File: src/design/pfc_regs.vh
`ifndef PFC_REGS_VH
`define PFC_REGS_VH
// Behaviour
// - the second cycle after the read bit is set does the array access
// - fetched word lands in the word pair the cycle after the access
// - word pair holds until another read completes or software writes it
// - erase, latch load and commits need a complete unbroken unlock
// - setting the write bit forces two no-operation cycles on the core
// - row erase or program stalls the core for the timed operation
// - a latch load only forces the two no-ops, then runs on unstalled
// - erase acts on a whole row picked by any address inside it
// - an erase takes two preparation cycles filled by no-operations
// - during the stall only the core halts, clocks and peripherals run
// - after an erase the core resumes at the third instruction onward
// - read and write bits are set by software, cleared by hardware
// - write or erase only with modify enable set; clear after reset
// - key register is write-only and reads back as zero
// - a reset that cuts a write sets the modify error flag

// ----------------------------------------------------------------------
// register byte offsets
// ----------------------------------------------------------------------
`define PFC_ADDR_LOW_OFS  12'h000
`define PFC_ADDR_HIGH_OFS 12'h004
`define PFC_WORD_LOW_OFS  12'h008
`define PFC_WORD_HIGH_OFS 12'h00c
`define PFC_CONTROL_OFS   12'h010
`define PFC_KEY_OFS       12'h014

// ----------------------------------------------------------------------
// control register fields
// ----------------------------------------------------------------------
`define PFC_CTL_RD    0
`define PFC_CTL_WR    1
`define PFC_CTL_MODIFY_ENABLE       2
`define PFC_CTL_MODIFY_ERROR_FLAG   3
`define PFC_CTL_LOAD_ONLY           4
`define PFC_CTL_ERASE_SEL           5
`define PFC_CTL_CONFIG_SPACE_SELECT 6

// ----------------------------------------------------------------------
// reset values, keys, timing
// ----------------------------------------------------------------------
`define PFC_BYTE_RST   8'h00
`define PFC_KEY_FIRST  8'h55
`define PFC_KEY_SECOND 8'haa
`define PFC_OP_TIME_US 2000
`define PFC_CLK_MHZ    200
`define PFC_OP_CYCLES  (`PFC_OP_TIME_US * `PFC_CLK_MHZ)

`endif

File: src/design/pfc_timer.v
`timescale 1ns/1ps
`include "pfc_regs.vh"

module pfc_timer #(
  parameter CYCLES = `PFC_OP_CYCLES,
  parameter W      = 20
) (
  input  wire sys_clk,
  input  wire reset,
  input  wire start,
  output reg  done
);
  reg [W-1:0] cnt_q;
  reg         run_q;

  // ----------------------------------------------------------------------
  // one-shot down counter, done pulses CYCLES edges after start
  // ----------------------------------------------------------------------
  always @(posedge sys_clk) begin
    if (reset) begin
      cnt_q <= {W{1'b0}};
      run_q <= 1'b0;
      done  <= 1'b0;
    end else begin
      done <= 1'b0;
      if (start) begin
        cnt_q <= CYCLES[W-1:0] - {{(W-1){1'b0}}, 1'b1};
        run_q <= 1'b1;
      end else if (run_q) begin
        if (cnt_q == {W{1'b0}}) begin
          run_q <= 1'b0;
          done  <= 1'b1;
        end else begin
          cnt_q <= cnt_q - {{(W-1){1'b0}}, 1'b1};
        end
      end
    end
  end
endmodule // pfc_timer

File: src/design/pfc_top.v
`timescale 1ns/1ps
`include "pfc_regs.vh"

module pfc_top #(
  parameter OP_CYCLES = `PFC_OP_CYCLES,
  parameter CNT_W     = 20
) (
  input  wire        sys_clk,
  input  wire        reset,
  // apb slave
  input  wire [11:0] paddr,
  input  wire        psel,
  input  wire        penable,
  input  wire        pwrite,
  input  wire [31:0] pwdata,
  output reg  [31:0] prdata,
  output wire        pready,
  output wire        pslverr,
  // processor core
  output wire        core_skip,
  output wire        core_stall,
  // flash array
  output wire [14:0] flash_addr,
  output wire [10:0] flash_row_addr,
  output wire        flash_cfg_space,
  output wire        flash_rd,
  input  wire [13:0] flash_rdata,
  output wire [13:0] flash_wdata,
  output reg         flash_erase,
  output reg         flash_program,
  output reg         flash_load
);
  localparam ST_IDLE  = 3'd0;
  localparam ST_RSLOT = 3'd1;
  localparam ST_RACC  = 3'd2;
  localparam ST_WNOP1 = 3'd3;
  localparam ST_WNOP2 = 3'd4;
  localparam ST_STALL = 3'd5;

  reg [7:0] addr_lo_q;
  reg [6:0] addr_hi_q;
  reg [7:0] word_lo_q;
  reg [5:0] word_hi_q;
  reg       rd_q;
  reg       wr_q;
  reg       modify_enable_q;
  reg       modify_error_flag_q;
  reg       load_only_q;
  reg       erase_sel_q;
  reg       config_space_select_q;
  reg       reset_q;
  reg [2:0] state_q;
  reg [2:0] state_d;
  reg       start_rd;
  reg       start_wr;
  reg       hit_alo;
  reg       hit_ahi;
  reg       hit_wlo;
  reg       hit_whi;
  reg       hit_ctl;
  reg       hit_key;
  reg       mapped;
  reg [31:0] rdata_d;
  wire      wr_acc;
  wire      armed;
  wire      op_done;
  wire      latch_only;
  wire      ctl_wr;
  wire      go_wr;
  wire      wr_busy;

  // ----------------------------------------------------------------------
  // apb decode
  // ----------------------------------------------------------------------
  // zero wait states: every access completes in its first access cycle
  assign pready  = 1'b1;
  assign pslverr = psel & penable & ~mapped;
  assign wr_acc  = psel & penable & pwrite;

  always @* begin
    hit_alo = 1'b0;
    hit_ahi = 1'b0;
    hit_wlo = 1'b0;
    hit_whi = 1'b0;
    hit_ctl = 1'b0;
    hit_key = 1'b0;
    if (paddr == `PFC_ADDR_LOW_OFS) begin
      hit_alo = 1'b1;
    end else if (paddr == `PFC_ADDR_HIGH_OFS) begin
      hit_ahi = 1'b1;
    end else if (paddr == `PFC_WORD_LOW_OFS) begin
      hit_wlo = 1'b1;
    end else if (paddr == `PFC_WORD_HIGH_OFS) begin
      hit_whi = 1'b1;
    end else if (paddr == `PFC_CONTROL_OFS) begin
      hit_ctl = 1'b1;
    end else if (paddr == `PFC_KEY_OFS) begin
      hit_key = 1'b1;
    end
    mapped = hit_alo | hit_ahi | hit_wlo | hit_whi | hit_ctl | hit_key;
  end

  always @* begin
    rdata_d = 32'h0000_0000;
    if (hit_alo) begin
      rdata_d[7:0] = addr_lo_q;
    end else if (hit_ahi) begin
      rdata_d[6:0] = addr_hi_q;
    end else if (hit_wlo) begin
      rdata_d[7:0] = word_lo_q;
    end else if (hit_whi) begin
      rdata_d[5:0] = word_hi_q;
    end else if (hit_ctl) begin
      rdata_d[`PFC_CTL_RD]    = rd_q;
      rdata_d[`PFC_CTL_WR]    = wr_q;
      rdata_d[`PFC_CTL_MODIFY_ENABLE]       = modify_enable_q;
      rdata_d[`PFC_CTL_MODIFY_ERROR_FLAG]   = modify_error_flag_q;
      rdata_d[`PFC_CTL_LOAD_ONLY]           = load_only_q;
      rdata_d[`PFC_CTL_ERASE_SEL]           = erase_sel_q;
      rdata_d[`PFC_CTL_CONFIG_SPACE_SELECT] = config_space_select_q;
    end
    // key reads fall through to zero
  end

  // read data is loaded during setup so it stands for the access phase
  always @(posedge sys_clk) begin
    if (reset) begin
      prdata <= 32'h0000_0000;
    end else if (psel && !penable && !pwrite) begin
      prdata <= rdata_d;
    end
  end

  // ----------------------------------------------------------------------
  // start conditions
  // ----------------------------------------------------------------------
  assign ctl_wr = wr_acc & hit_ctl;
  assign go_wr  = ctl_wr & pwdata[`PFC_CTL_WR];

  always @* begin
    start_rd = ctl_wr && pwdata[`PFC_CTL_RD] && (state_q == ST_IDLE);
    // write bit only takes with the sequence armed and enable set
    start_wr = go_wr && armed && modify_enable_q
               && (state_q == ST_IDLE) && !start_rd;
  end

  pfc_unlock u_unlock (
    .sys_clk  (sys_clk),
    .reset    (reset),
    .key_wr   (wr_acc & hit_key),
    .key_data (pwdata[7:0]),
    .other_wr (wr_acc & ~hit_key & ~go_wr),
    .go_wr    (go_wr),
    .armed    (armed)
  );

  // ----------------------------------------------------------------------
  // operation sequencer
  // ----------------------------------------------------------------------
  assign latch_only = load_only_q & ~erase_sel_q;

  always @* begin
    state_d = state_q;
    case (state_q)
      ST_IDLE: begin
        if (start_rd) state_d = ST_RSLOT;
        else if (start_wr) state_d = ST_WNOP1;
      end
      // first instruction after the read set runs normally
      ST_RSLOT: state_d = ST_RACC;
      ST_RACC:  state_d = ST_IDLE;
      ST_WNOP1: state_d = ST_WNOP2;
      ST_WNOP2: state_d = latch_only ? ST_IDLE : ST_STALL;
      ST_STALL: begin
        if (op_done) state_d = ST_IDLE;
      end
      default:  state_d = ST_IDLE;
    endcase
  end

  always @(posedge sys_clk) begin
    if (reset) begin
      state_q <= ST_IDLE;
    end else begin
      state_q <= state_d;
    end
  end

  // only the core is held; this clock and the peripherals keep running
  assign core_stall = (state_q == ST_STALL);
  assign core_skip  = (state_q == ST_RACC)
                      | (state_q == ST_WNOP1)
                      | (state_q == ST_WNOP2);

  pfc_timer #(
    .CYCLES (OP_CYCLES),
    .W      (CNT_W)
  ) u_timer (
    .sys_clk (sys_clk),
    .reset   (reset),
    .start   ((state_q == ST_WNOP2) & ~latch_only),
    .done    (op_done)
  );

  // ----------------------------------------------------------------------
  // flash array strobes
  // ----------------------------------------------------------------------
  assign flash_addr      = {addr_hi_q, addr_lo_q};
  assign flash_row_addr  = flash_addr[14:4];
  assign flash_cfg_space = config_space_select_q;
  assign flash_wdata     = {word_hi_q, word_lo_q};
  assign flash_rd        = (state_q == ST_RACC);

  always @(posedge sys_clk) begin
    if (reset) begin
      flash_erase   <= 1'b0;
      flash_program <= 1'b0;
      flash_load    <= 1'b0;
    end else begin
      flash_erase   <= (state_q == ST_WNOP2) & erase_sel_q;
      flash_program <= (state_q == ST_WNOP2) & ~erase_sel_q & ~load_only_q;
      flash_load    <= (state_q == ST_WNOP2) & latch_only;
    end
  end

  // ----------------------------------------------------------------------
  // reset history
  // ----------------------------------------------------------------------
  // a write is in flight from the cycle after the go write through its two no-ops and, for erase or program, until its stall ends
  assign wr_busy = (state_q == ST_WNOP1) | (state_q == ST_WNOP2)
                   | (state_q == ST_STALL);

  // no reset here: it remembers whether the previous edge was in reset
  always @(posedge sys_clk) begin
    reset_q <= reset;
  end

  // ----------------------------------------------------------------------
  // address and word registers
  // ----------------------------------------------------------------------
  always @(posedge sys_clk) begin
    if (reset) begin
      addr_lo_q <= `PFC_BYTE_RST;
      addr_hi_q <= 7'h00;
    end else begin
      if (wr_acc && hit_alo) addr_lo_q <= pwdata[7:0];
      if (wr_acc && hit_ahi) addr_hi_q <= pwdata[6:0];
    end
  end

  always @(posedge sys_clk) begin
    if (reset) begin
      word_lo_q <= `PFC_BYTE_RST;
      word_hi_q <= 6'h00;
    end else if (state_q == ST_RACC) begin
      // array capture wins; the core is skipped in that cycle anyway
      word_lo_q <= flash_rdata[7:0];
      word_hi_q <= flash_rdata[13:8];
    end else begin
      if (wr_acc && hit_wlo) word_lo_q <= pwdata[7:0];
      if (wr_acc && hit_whi) word_hi_q <= pwdata[5:0];
    end
  end

  // ----------------------------------------------------------------------
  // control register
  // ----------------------------------------------------------------------
  always @(posedge sys_clk) begin
    if (reset) begin
      modify_enable_q       <= 1'b0;
      load_only_q           <= 1'b0;
      erase_sel_q           <= 1'b0;
      config_space_select_q <= 1'b0;
    end else if (ctl_wr) begin
      modify_enable_q       <= pwdata[`PFC_CTL_MODIFY_ENABLE];
      load_only_q           <= pwdata[`PFC_CTL_LOAD_ONLY];
      erase_sel_q           <= pwdata[`PFC_CTL_ERASE_SEL];
      config_space_select_q <= pwdata[`PFC_CTL_CONFIG_SPACE_SELECT];
    end
  end

  // only the first edge of a reset pulse can see the cut write; the
  // later edges of the same pulse must keep it, or a long reset loses it
  always @(posedge sys_clk) begin
    if (reset) begin
      if (reset_q && modify_error_flag_q) begin
        modify_error_flag_q <= 1'b1;
      end else begin
        modify_error_flag_q <= wr_busy;
      end
    end else if (ctl_wr && !pwdata[`PFC_CTL_MODIFY_ERROR_FLAG]) begin
      modify_error_flag_q <= 1'b0;
    end
  end

  // ----------------------------------------------------------------------
  // read and write bits
  // ----------------------------------------------------------------------
  // software can only set; hardware clears on completion
  always @(posedge sys_clk) begin
    if (reset) begin
      rd_q <= 1'b0;
      wr_q <= 1'b0;
    end else begin
      if (start_rd) begin
        rd_q <= 1'b1;
      end else if (state_q == ST_RACC) begin
        rd_q <= 1'b0;
      end
      if (start_wr) begin
        wr_q <= 1'b1;
      end else if ((state_q == ST_WNOP2 && latch_only)
                   || (state_q == ST_STALL && op_done)) begin
        wr_q <= 1'b0;
      end
    end
  end
endmodule // pfc_top

File: src/design/pfc_unlock.v
`timescale 1ns/1ps
`include "pfc_regs.vh"

module pfc_unlock (
  input  wire       sys_clk,
  input  wire       reset,
  input  wire       key_wr,
  input  wire [7:0] key_data,
  input  wire       other_wr,
  input  wire       go_wr,
  output wire       armed
);
  localparam ST_IDLE  = 2'd0;
  localparam ST_GOT1  = 2'd1;
  localparam ST_ARMED = 2'd2;

  reg [1:0] state_q;
  reg [1:0] state_d;

  assign armed = (state_q == ST_ARMED);

  // ----------------------------------------------------------------------
  // key sequence tracker
  // ----------------------------------------------------------------------
  always @* begin
    state_d = state_q;
    if (go_wr || other_wr) begin
      state_d = ST_IDLE;
    end else if (key_wr) begin
      case (state_q)
        ST_IDLE: begin
          if (key_data == `PFC_KEY_FIRST) state_d = ST_GOT1;
        end
        ST_GOT1: begin
          if (key_data == `PFC_KEY_SECOND) state_d = ST_ARMED;
          else if (key_data != `PFC_KEY_FIRST) state_d = ST_IDLE;
        end
        default: begin
          // a key write while armed breaks the sequence
          state_d = (key_data == `PFC_KEY_FIRST) ? ST_GOT1 : ST_IDLE;
        end
      endcase
    end
  end

  always @(posedge sys_clk) begin
    if (reset) begin
      state_q <= ST_IDLE;
    end else begin
      state_q <= state_d;
    end
  end
endmodule // pfc_unlock

File: config.mk
export PLATFORM = sky130hd
export DESIGN_NAME = pfc_top
export DESIGN_NICKNAME = d
export VERILOG_FILES = /design/src/design/pfc_timer.v /design/src/design/pfc_top.v /design/src/design/pfc_unlock.v
export VERILOG_INCLUDE_DIRS = /design/src /design/src/design
export SDC_FILE = /design/constraint.sdc
export NUM_CORES = 1
export LEC_CHECK = 0
export ABC_AREA = 1
export BUFFER_PORTS_ARGS = -buffer_cell sky130_fd_sc_hd__buf_2
export CORE_MARGIN = 5
export CORE_UTILIZATION = 40
export CTS_BUF_LIST = sky130_fd_sc_hd__clkbuf_16
export CTS_CLUSTER_DIAMETER = 30
export DETAILED_ROUTE_END_ITERATION = 8
export PLACE_DENSITY = 0.67
export SETUP_SLACK_MARGIN = 0.4
export SLEW_MARGIN = 20
export SYNTH_ARGS = -nofsm -noshare
export SYNTH_HDL_FRONTEND = slang
export SYNTH_SLANG_ARGS = --single-unit
File: constraint.sdc
create_clock -name sys_clk -period 1.6 [get_ports sys_clk]
set_input_delay 0.08 -clock sys_clk [delete_from_list [all_inputs] [get_ports sys_clk]]
set_output_delay 0.08 -clock sys_clk [all_outputs]
set_load 0.03 [all_outputs]
; ---- After elaboration in Yosys (flattened, before gate mapping)
; Cells that the tools add are included.
[classes]
add_sub_neg = 1
eq_ne = 20
n_mux = 57
bitwise_logic = 31
reduce_logical = 39
[op_table]
columns = cell, count
row1 = $mux W19, 3
row2 = $mux W1, 36
row3 = $eq A12 B4 Y1 const B, 2
row4 = $eq A12 B5 Y1 const B, 2
row5 = $mux W8, 3
row6 = $mux W7, 3
row7 = $logic_not A20 Y1, 1
row8 = $sub A20 B1 Y20 const B, 1
row9 = $mux W6, 3
row10 = $logic_and A1 B1 Y1, 16
row11 = $pmux W3 S5, 1
row12 = $and A1 B1 Y1, 14
row13 = $eq A12 B3 Y1 const B, 1
row14 = $logic_not A12 Y1, 1
row15 = $mux W3, 4
row16 = $reduce_bool A2 Y1, 6
row17 = $or A1 B1 Y1, 9
row18 = $eq A8 B7 Y1 const B, 1
row19 = $eq A8 B8 Y1 const B, 1
row20 = $ne A8 B7 Y1 const B, 1
row21 = $not A1 Y1, 8
row22 = $eq A3 B2 Y1 const B, 2
row23 = $eq A3 B3 Y1 const B, 2
row24 = $mux W2, 3
row25 = other kinds (15), 24
[totals]
ff_bits = 75
out_inout_bits = 81
wordCells = 170

; ---- Depth between registers and ports, before layout
; Gate-level depths: netlist of run 1.
[logic_depth]
ltp_word = 15
ltp_mapped = 11

; ---- Modules after synthesis
; Synthesis of run 1 repeated with hierarchy kept, for this count alone.
[unflattened]
cells_unflattened = 665
hier_area_um2 = 4503.1
[modules_own_cells]
columns = mod, n_inst, cells_each, area_each_um2, seq_area_each_um2
row1 = pfc_top, 1, 406, 2912.8, 1031.0
row2 = pfc_timer, 1, 220, 1385.1, 440.4
row3 = pfc_unlock, 1, 39, 205.2, 40.0

; ---- Least setup slack after synthesis of run 1
; OpenSTA, ideal clock, no wires.
[synth_path]
kind = reg-to-reg
start = register u_timer.cnt_q[0]
end = register u_timer.cnt_q[3]
setup_ns = 0.128
arrival_time_ns = 1.479
t_required_ns = 1.472
setup_slack_ns = -0.006
stages_incl_launch_ff = 11
n_path_buf = 1
cell_sequence = dfxtp_1 -> inv_1 -> ha_1 -> nand2_2 -> nor2_2 -> nand3_2 -> buf_2 -> nand3b_1 -> nand2_1 -> a21oi_1 -> nor2_1
[synth_between]
elab_chain_cells = 4
elab_cells_between_ends = 7
[synth_rtl]
columns = item, line_no
row1 = "start, declared", pfc_timer.v:13  ; reg [W-1:0] cnt_q;
row2 = "start signal, assigned", pfc_timer.v:21  ; cnt_q <= {W{1'b0}};
row3 = "start signal, assigned", pfc_timer.v:27  ; cnt_q <= CYCLES[W-1:0] - {{(W-1){1'b0}}, 1'b1};
row4 = "start signal, assigned", pfc_timer.v:34  ; cnt_q <= cnt_q - {{(W-1){1'b0}}, 1'b1};
row5 = $sub A20 B1 Y20, pfc_timer.v:34
row6 = $mux W19, pfc_timer.v:30  ; if (cnt_q == {W{1'b0}}) begin
row7 = $mux W19, pfc_timer.v:29  ; end else if (run_q) begin
row8 = $mux W19, pfc_timer.v:26  ; if (start) begin
; Several ways; a longest one is shown, not always the timed one. The select of a mux whose other input is x is not followed.
; A chain may end at the register's enable or synchronous reset.

; ---- Final worst setup path of run 1
[layout_path]
start = register u_timer.cnt_q[13]
end = register u_timer.cnt_q[5]
[layout_between]
elab_chain_cells = 3
[layout_rtl]
columns = item, line_no
row1 = $logic_not A20 Y1, pfc_timer.v:30
row2 = $ne A2 B1 Y1 (no source line), --
row3 = $reduce_and A2 Y1 (no source line), --
; No other way between the ends.

==> flow_summary.ini, run 1 <==
[layout]
final_common_cell = nand2_1
layout_common_cells = 110 x nand2_1, 82 x buf_2, 57 x inv_1, 57 x nor2_1, 56 x dfxtp_1
area_growth_pct = 45.43
finalInstanceArea_mm2 = 0.006405
drive_gt1_share_pct = 41.25
diodes = 0
final_core_util_pct = 59.34
finalNetCount = 859

[sta]
setup_viol = 0
setup_tns_ns = 0
rsz0062_at_grt = yes
slew_violations = 0
fin_ws_ns = 0.1209
fmax_mhz = 676.1
period_needed_ns = 1.479
fin_crit_sh_pct = 92.45
hold_viol_final = 0
skew_ns = 0.01195

[clock_tree]
numCtsBuffers = 9
clk_pin_slew_worst_paths_ns = 0.07
cts_max_path_buffers = 2
clock-sinks = 75
cts-root-buf = clkbuf_16
cts-htree-levels = 3
clk_latency_ns = 0.34
cts_tree = yes

[critical_path]
path_class = flop to flop
critPathLaunch = u_timer.cnt_q[13]$_SDFFE_PP0P_
rr_startpoint = u_timer.cnt_q[13]$_SDFFE_PP0P_
worst-path-max-fanout = 10
startpoint_type = flop
required_ns = 1.82
end_kind = flop
crit_arrival_ns = 1.70

[grt]
grt_usage_pct = 20.61
grt_first_pass_wirelength_mm = 22.11
antenna_found_initial = 0
grt_max_degree = 51
grt_overflow_total = 0
grt_pass1_vias = 4755

[synthesis]
syn-cell-area_mm2 = 0.004404
synth_top_area_cell = dfxtp_1
synth_top_area_share_pct = 33.64
syn_avg_cell_area_um2 = 6.765
ys_top_cells_by_area = dfxtp_1 34%, nand2_1 11%, nor2_1 7.4%
synth_warnings = 0
ys_async_sr_fraction_pct = 0
ys_seq_elements = 75
synth_edf_count = 1
syn-instance-count = 651
ys.flop_type = dfxtp_1
ys_seq_area_share_pct = 34.32
synth_cell_types = 42

[power]
leakagePower_nw = 3.045
comb_power_share_pct = 22.2
swShare_pct = 32.64
p_per_area_mw_per_mm2 = 833.0
power.switching_mw = 1.742
internal_power_mw = 3.594
seqPwrFrac_pct = 38.2
ir_drop_mv = 0.5454
p_clk_share_pct = 39.6

[floorplan]
io_pins = 144
die_h_um = 114.9
die_x_um = 114.9
coreArea_mm2 = 0.01079
fp-row-count = 38
dieArea_mm2 = 0.01321
initial_core_util_pct = 40.81

[detailed_routing]
wl_mm = 14.47
wl_per_cell_um = 15.39
viasPerCell = 5.141
dr_total_vias = 4833
drc = 0
ant_nets = 0
firstDrtPassIters = 5
drt-initial-drc-count = 300

[placed_design]
dp_slack_ns = 0.08223
hpwl_mm = 9.516
io_buffer_count = 94
gp_congestion = 0.9133
placed_area_mm2 = 0.005034

[worst_hold_path]
hold_class = input pin to flop
hp-start = flash_rdata[13]

[run]
cap_violations = 0

[run_status]
status = finished clean
## per-layer routing
layer,share of wire [%],global-route usage (%),vias up
met5,0,0,-
met4,3.4,8.059,0
met3,5.7,3.632,51
met2,51,37.46,202
met1,39,23.90,2229
li1,-,-,2351
## state kept, by name, summed over array words and instances (netlist names), 2 cells and up
name / flops
addr_lo_q: 8
word_hi_q: 6
prdata: 8
addr_hi_q: 7
u_unlock.state_q: 2
u_timer.cnt_q: 20
state_q: 3
word_lo_q: 8
## final timing paths
check | endpoint | slack [ns] | depth (start not counted)
worst max-delay path | u_timer.cnt_q[5]$_SDFFE_PP0P_ | 0.12 | 9
worst min-delay path | word_hi_q[5]$_SDFFE_PP0P_ | 0.002 | 3
worst max register to register | u_timer.cnt_q[5]$_SDFFE_PP0P_ | 0.12 | 9
worst min register to register | prdata[1]$_SDFFE_PP0P_ | 0.47 | 2
## stage by stage
| stage | hold WS [ns] | total power [mW] | instances |
|---|---|---|---|
| floorplan | 0.1077 | 2.756 | 674 |
| global placement | 0.3526 | 2.952 | 874 |
| detailed placement | 0.3544 | 2.964 | 874 |
| CTS | 0.003924 | 5.188 | 925 |
| global route | 0.002922 | 5.523 | 940 |
| finish | 0.001945 | 5.336 | 940 |
## final cells by class
cell class              instances  area, um2
fillers                       892       4388
multi-input cells             473       2843
flip-flops and latches         75       1549
repair buffers                162       1197
inverters                      73      324.1
clock buffers                   9      225.2
well taps                     140      175.2
clock inverters                 7      80.08
repair inverters                1      11.26
## worst max-delay path, stage by stage, from the launching register on
cell and delay, ns:
dfxtp_2 0.37, nor2_4 0.14, nand2_2 0.09, nor2_4 0.14, nand3_4 0.12, buf_6 0.17, nand4_1 0.08, nand2_1 0.08
a21oi_2 0.12, nor2_1 0.05
## cells in the mapped netlist (6+ instances only)
library cell  instances
clkbuf_1              6
nand2_2               7
nor2_1               87
dfxtp_1              74
nor3_1                8
nand4_1              14
nand3_1              39
buf_4                38
inv_1                66
nand2_1             134
o21ai_0              46
nor2_2               10
a31oi_1               7
o2111ai_1             6
a21oi_1              40
## kinds of logic (layout without fill, tap and decap cells)
kind of cell,Yosys count,count (layout),share of synthesized area [%]
other cells,2,25,0.1705
flops,75,75,34.32
buf+inv,129,252,15.40
xor+xnor,10,10,1.989
fa+ha+maj,1,1,0.2840
simple gates,316,318,32.59
compound gates,118,119,15.26
## power by group through the flow
stage | combinational, mW | clock (mW) | sequential [mW]
2_1_floorplan | 0.569 | 0 | 2.19
3_3_place_gp | 0.885 | 0 | 2.07
3_5_place_dp | 0.897 | 0 | 2.07
4_1_cts | 1.04 | 2.12 | 2.03
5_1_grt | 1.27 | 2.21 | 2.05
6_report | 1.18 | 2.11 | 2.04
## what timing repair did
action / 4_1_cts / 5_1_grt
endpoints found under the setup margin: 44 / 56
pin swaps: 30 / 50
hold buffers: 1 / 0
endpoints found under the hold margin: 1 / 0
buffers inserted: 32 / 12
cloned: 2 / 3
gates resized for setup: 89 / 108
Note: power is estimated with default switching activity, not from simulation.
==> run 2: changes to the inputs <==
--- a/config.mk
+++ b/config.mk
@@ -13,7 +13,7 @@
 export CTS_BUF_LIST = sky130_fd_sc_hd__clkbuf_16
 export CTS_CLUSTER_DIAMETER = 30
 export DETAILED_ROUTE_END_ITERATION = 8
-export PLACE_DENSITY = 0.67
+export PLACE_DENSITY = 0.64
 export SETUP_SLACK_MARGIN = 0.4
 export SLEW_MARGIN = 20
 export SYNTH_ARGS = -nofsm -noshare
==> constraint.sdc (replaced) <==
create_clock -name sys_clk -period 1.7 [get_ports sys_clk]
set_input_delay 0.085 -clock sys_clk [delete_from_list [all_inputs] [get_ports sys_clk]]
set_output_delay 0.085 -clock sys_clk [all_outputs]
set_load 0.03 [all_outputs]
==> flow_summary.ini, run 2 (synthesis gave the netlist of run 1 again) <==
[critical_path]
startpoint_type = flop
rr_startpoint = u_timer.cnt_q[1]$_SDFFE_PP0P_
worst-path-max-fanout = 10
r2r-end = u_timer.cnt_q[3]$_SDFFE_PP0P_
worstRegToRegCells = 10
required_ns = 1.92
crit_arrival_ns = 1.64
path_class = flop to flop
end_kind = flop
rrSetupSlack_ns = 0.27

[worst_hold_path]
min_to = word_hi_q[2]$_SDFFE_PP0P_
hold_class = input pin to flop
min_path_cells = 3
hp-start = flash_rdata[10]

[sta]
slew_violations = 0
period_needed_ns = 1.427
setup_tns_ns = 0
skew_ns = 0.01063
rsz0062_at_grt = yes
fin_ws_ns = 0.2734
hold_viol_final = 0
fmax_mhz = 701.0
whs_ns = 0.003013
setup_viol = 0
fin_crit_sh_pct = 83.92

[layout]
final_core_util_pct = 53.94
largest_reg_flops = 20
drive_gt1_share_pct = 35.11
area_growth_pct = 32.19
stdcell_count = 909
finalInstanceArea_mm2 = 0.005822
top_register = u_timer.cnt_q
layout_common_cells = 119 x nand2_1, 88 x buf_2, 63 x nor2_1
final_common_cell = nand2_1
finalNetCount = 828
fill_cells = 1030
diodes = 0

[floorplan]
die_h_um = 114.9
fp-row-count = 38
io_pins = 144
coreArea_mm2 = 0.01079
initial_core_util_pct = 40.81
die_x_um = 114.9
dieArea_mm2 = 0.01321

[power]
seqPwrFrac_pct = 40.6
power_mw = 4.736
ir_drop_mv = 0.5982
internal_power_mw = 3.168
comb_power_share_pct = 21.2
p_per_area_mw_per_mm2 = 813.4
swShare_pct = 33.10
power.switching_mw = 1.567
p_clk_share_pct = 38.2
leakagePower_nw = 2.819

[grt]
grt_first_pass_wirelength_mm = 21.33
grt_max_degree = 26
grt_overflow_total = 0
grt_usage_pct = 20.24
antenna_found_initial = 0
grt_pass1_vias = 4480

[clock_tree]
cts-htree-levels = 3
cts_tree = yes
cts-root-buf = clkbuf_16
numCtsBuffers = 9
cts_max_path_buffers = 2
clock-sinks = 75
clk_latency_ns = 0.34
clk_pin_slew_worst_paths_ns = 0.07

[placed_design]
placed_area_mm2 = 0.004890
hpwl_mm = 9.644
dp_slack_ns = 0.1237
gp_congestion = 0.8824
io_buffer_count = 94
dp_cells = 866

[detailed_routing]
viasPerCell = 5.089
wl_per_cell_um = 14.96
ant_nets = 0
drc = 0
dr_total_vias = 4626
drt-initial-drc-count = 303
firstDrtPassIters = 5
wl_mm = 13.60

[run_status]
status = finished clean

[run]
cap_violations = 0
==> run 2: area by class of cell <==
cell class              instances  area, um2  area share [%]
well taps                     140      175.2           3.009
flip-flops and latches         75       1536           26.39
multi-input cells             472       2653           45.56
clock inverters                 7      51.30          0.8812
clock buffers                   9      225.2           3.868
inverters                      73      309.0           5.308
repair buffers                133      872.1           14.98
==> run 2: metal layers <==
layer	global-route usage [%]	vias to the layer above	wire, um
met3	4.895	33	905
li1	-	2294	-
met4	8.294	0	378
met5	0	-	0
met2	34.45	162	6754
met1	24.44	2137	5563
==> run 2: worst max path at each step <==
stage	slack [ns]	start	cells after the start	end
after detailed placement	0.12	paddr[9]	11	state_q[1]$_SDFFE_PP0P_
final	0.27	u_timer.cnt_q[1]$_SDFFE_PP0P_	10	u_timer.cnt_q[3]$_SDFFE_PP0P_
after CTS	0.28	u_timer.cnt_q[0]$_SDFFE_PP0P_	10	u_timer.cnt_q[3]$_SDFFE_PP0P_
after global routing	0.16	u_timer.cnt_q[4]$_SDFFE_PP0P_	9	u_timer.cnt_q[2]$_SDFFE_PP0P_
after floorplan	0.31	u_timer.cnt_q[0]$_SDFFE_PP0P_	11	u_timer.cnt_q[11]$_SDFFE_PP0P_
after global placement	0.17	paddr[9]	11	state_q[1]$_SDFFE_PP0P_
==> run 2: worst max-delay path, cell delays in order (launching register included) <==
cell and delay (ns):
dfxtp_2 0.33, inv_2 0.07, ha_4 0.15, nand2_4 0.07
nor2_4 0.11, nand3_4 0.12, buf_8 0.17, nand3b_1 0.08
nand2_1 0.06, a21oi_2 0.10, nor2_1 0.05
==> run 2: power groups by stage <==
stage	sequential [mW]	combinational, mW	clock, mW
2_1_floorplan	2.06	0.513	0
3_3_place_gp	1.95	0.813	0
3_5_place_dp	1.95	0.826	0
4_1_cts	1.92	0.900	1.83
5_1_grt	1.93	1.09	1.90
6_report	1.92	1.00	1.81
==> run 2: timing repair <==
item	in CTS	in global routing
pin swaps	22	24
gates resized for setup	54	90
buffers inserted	23	2
setup endpoints to repair	36	50
hold buffers	0	0
gates cloned	1	1
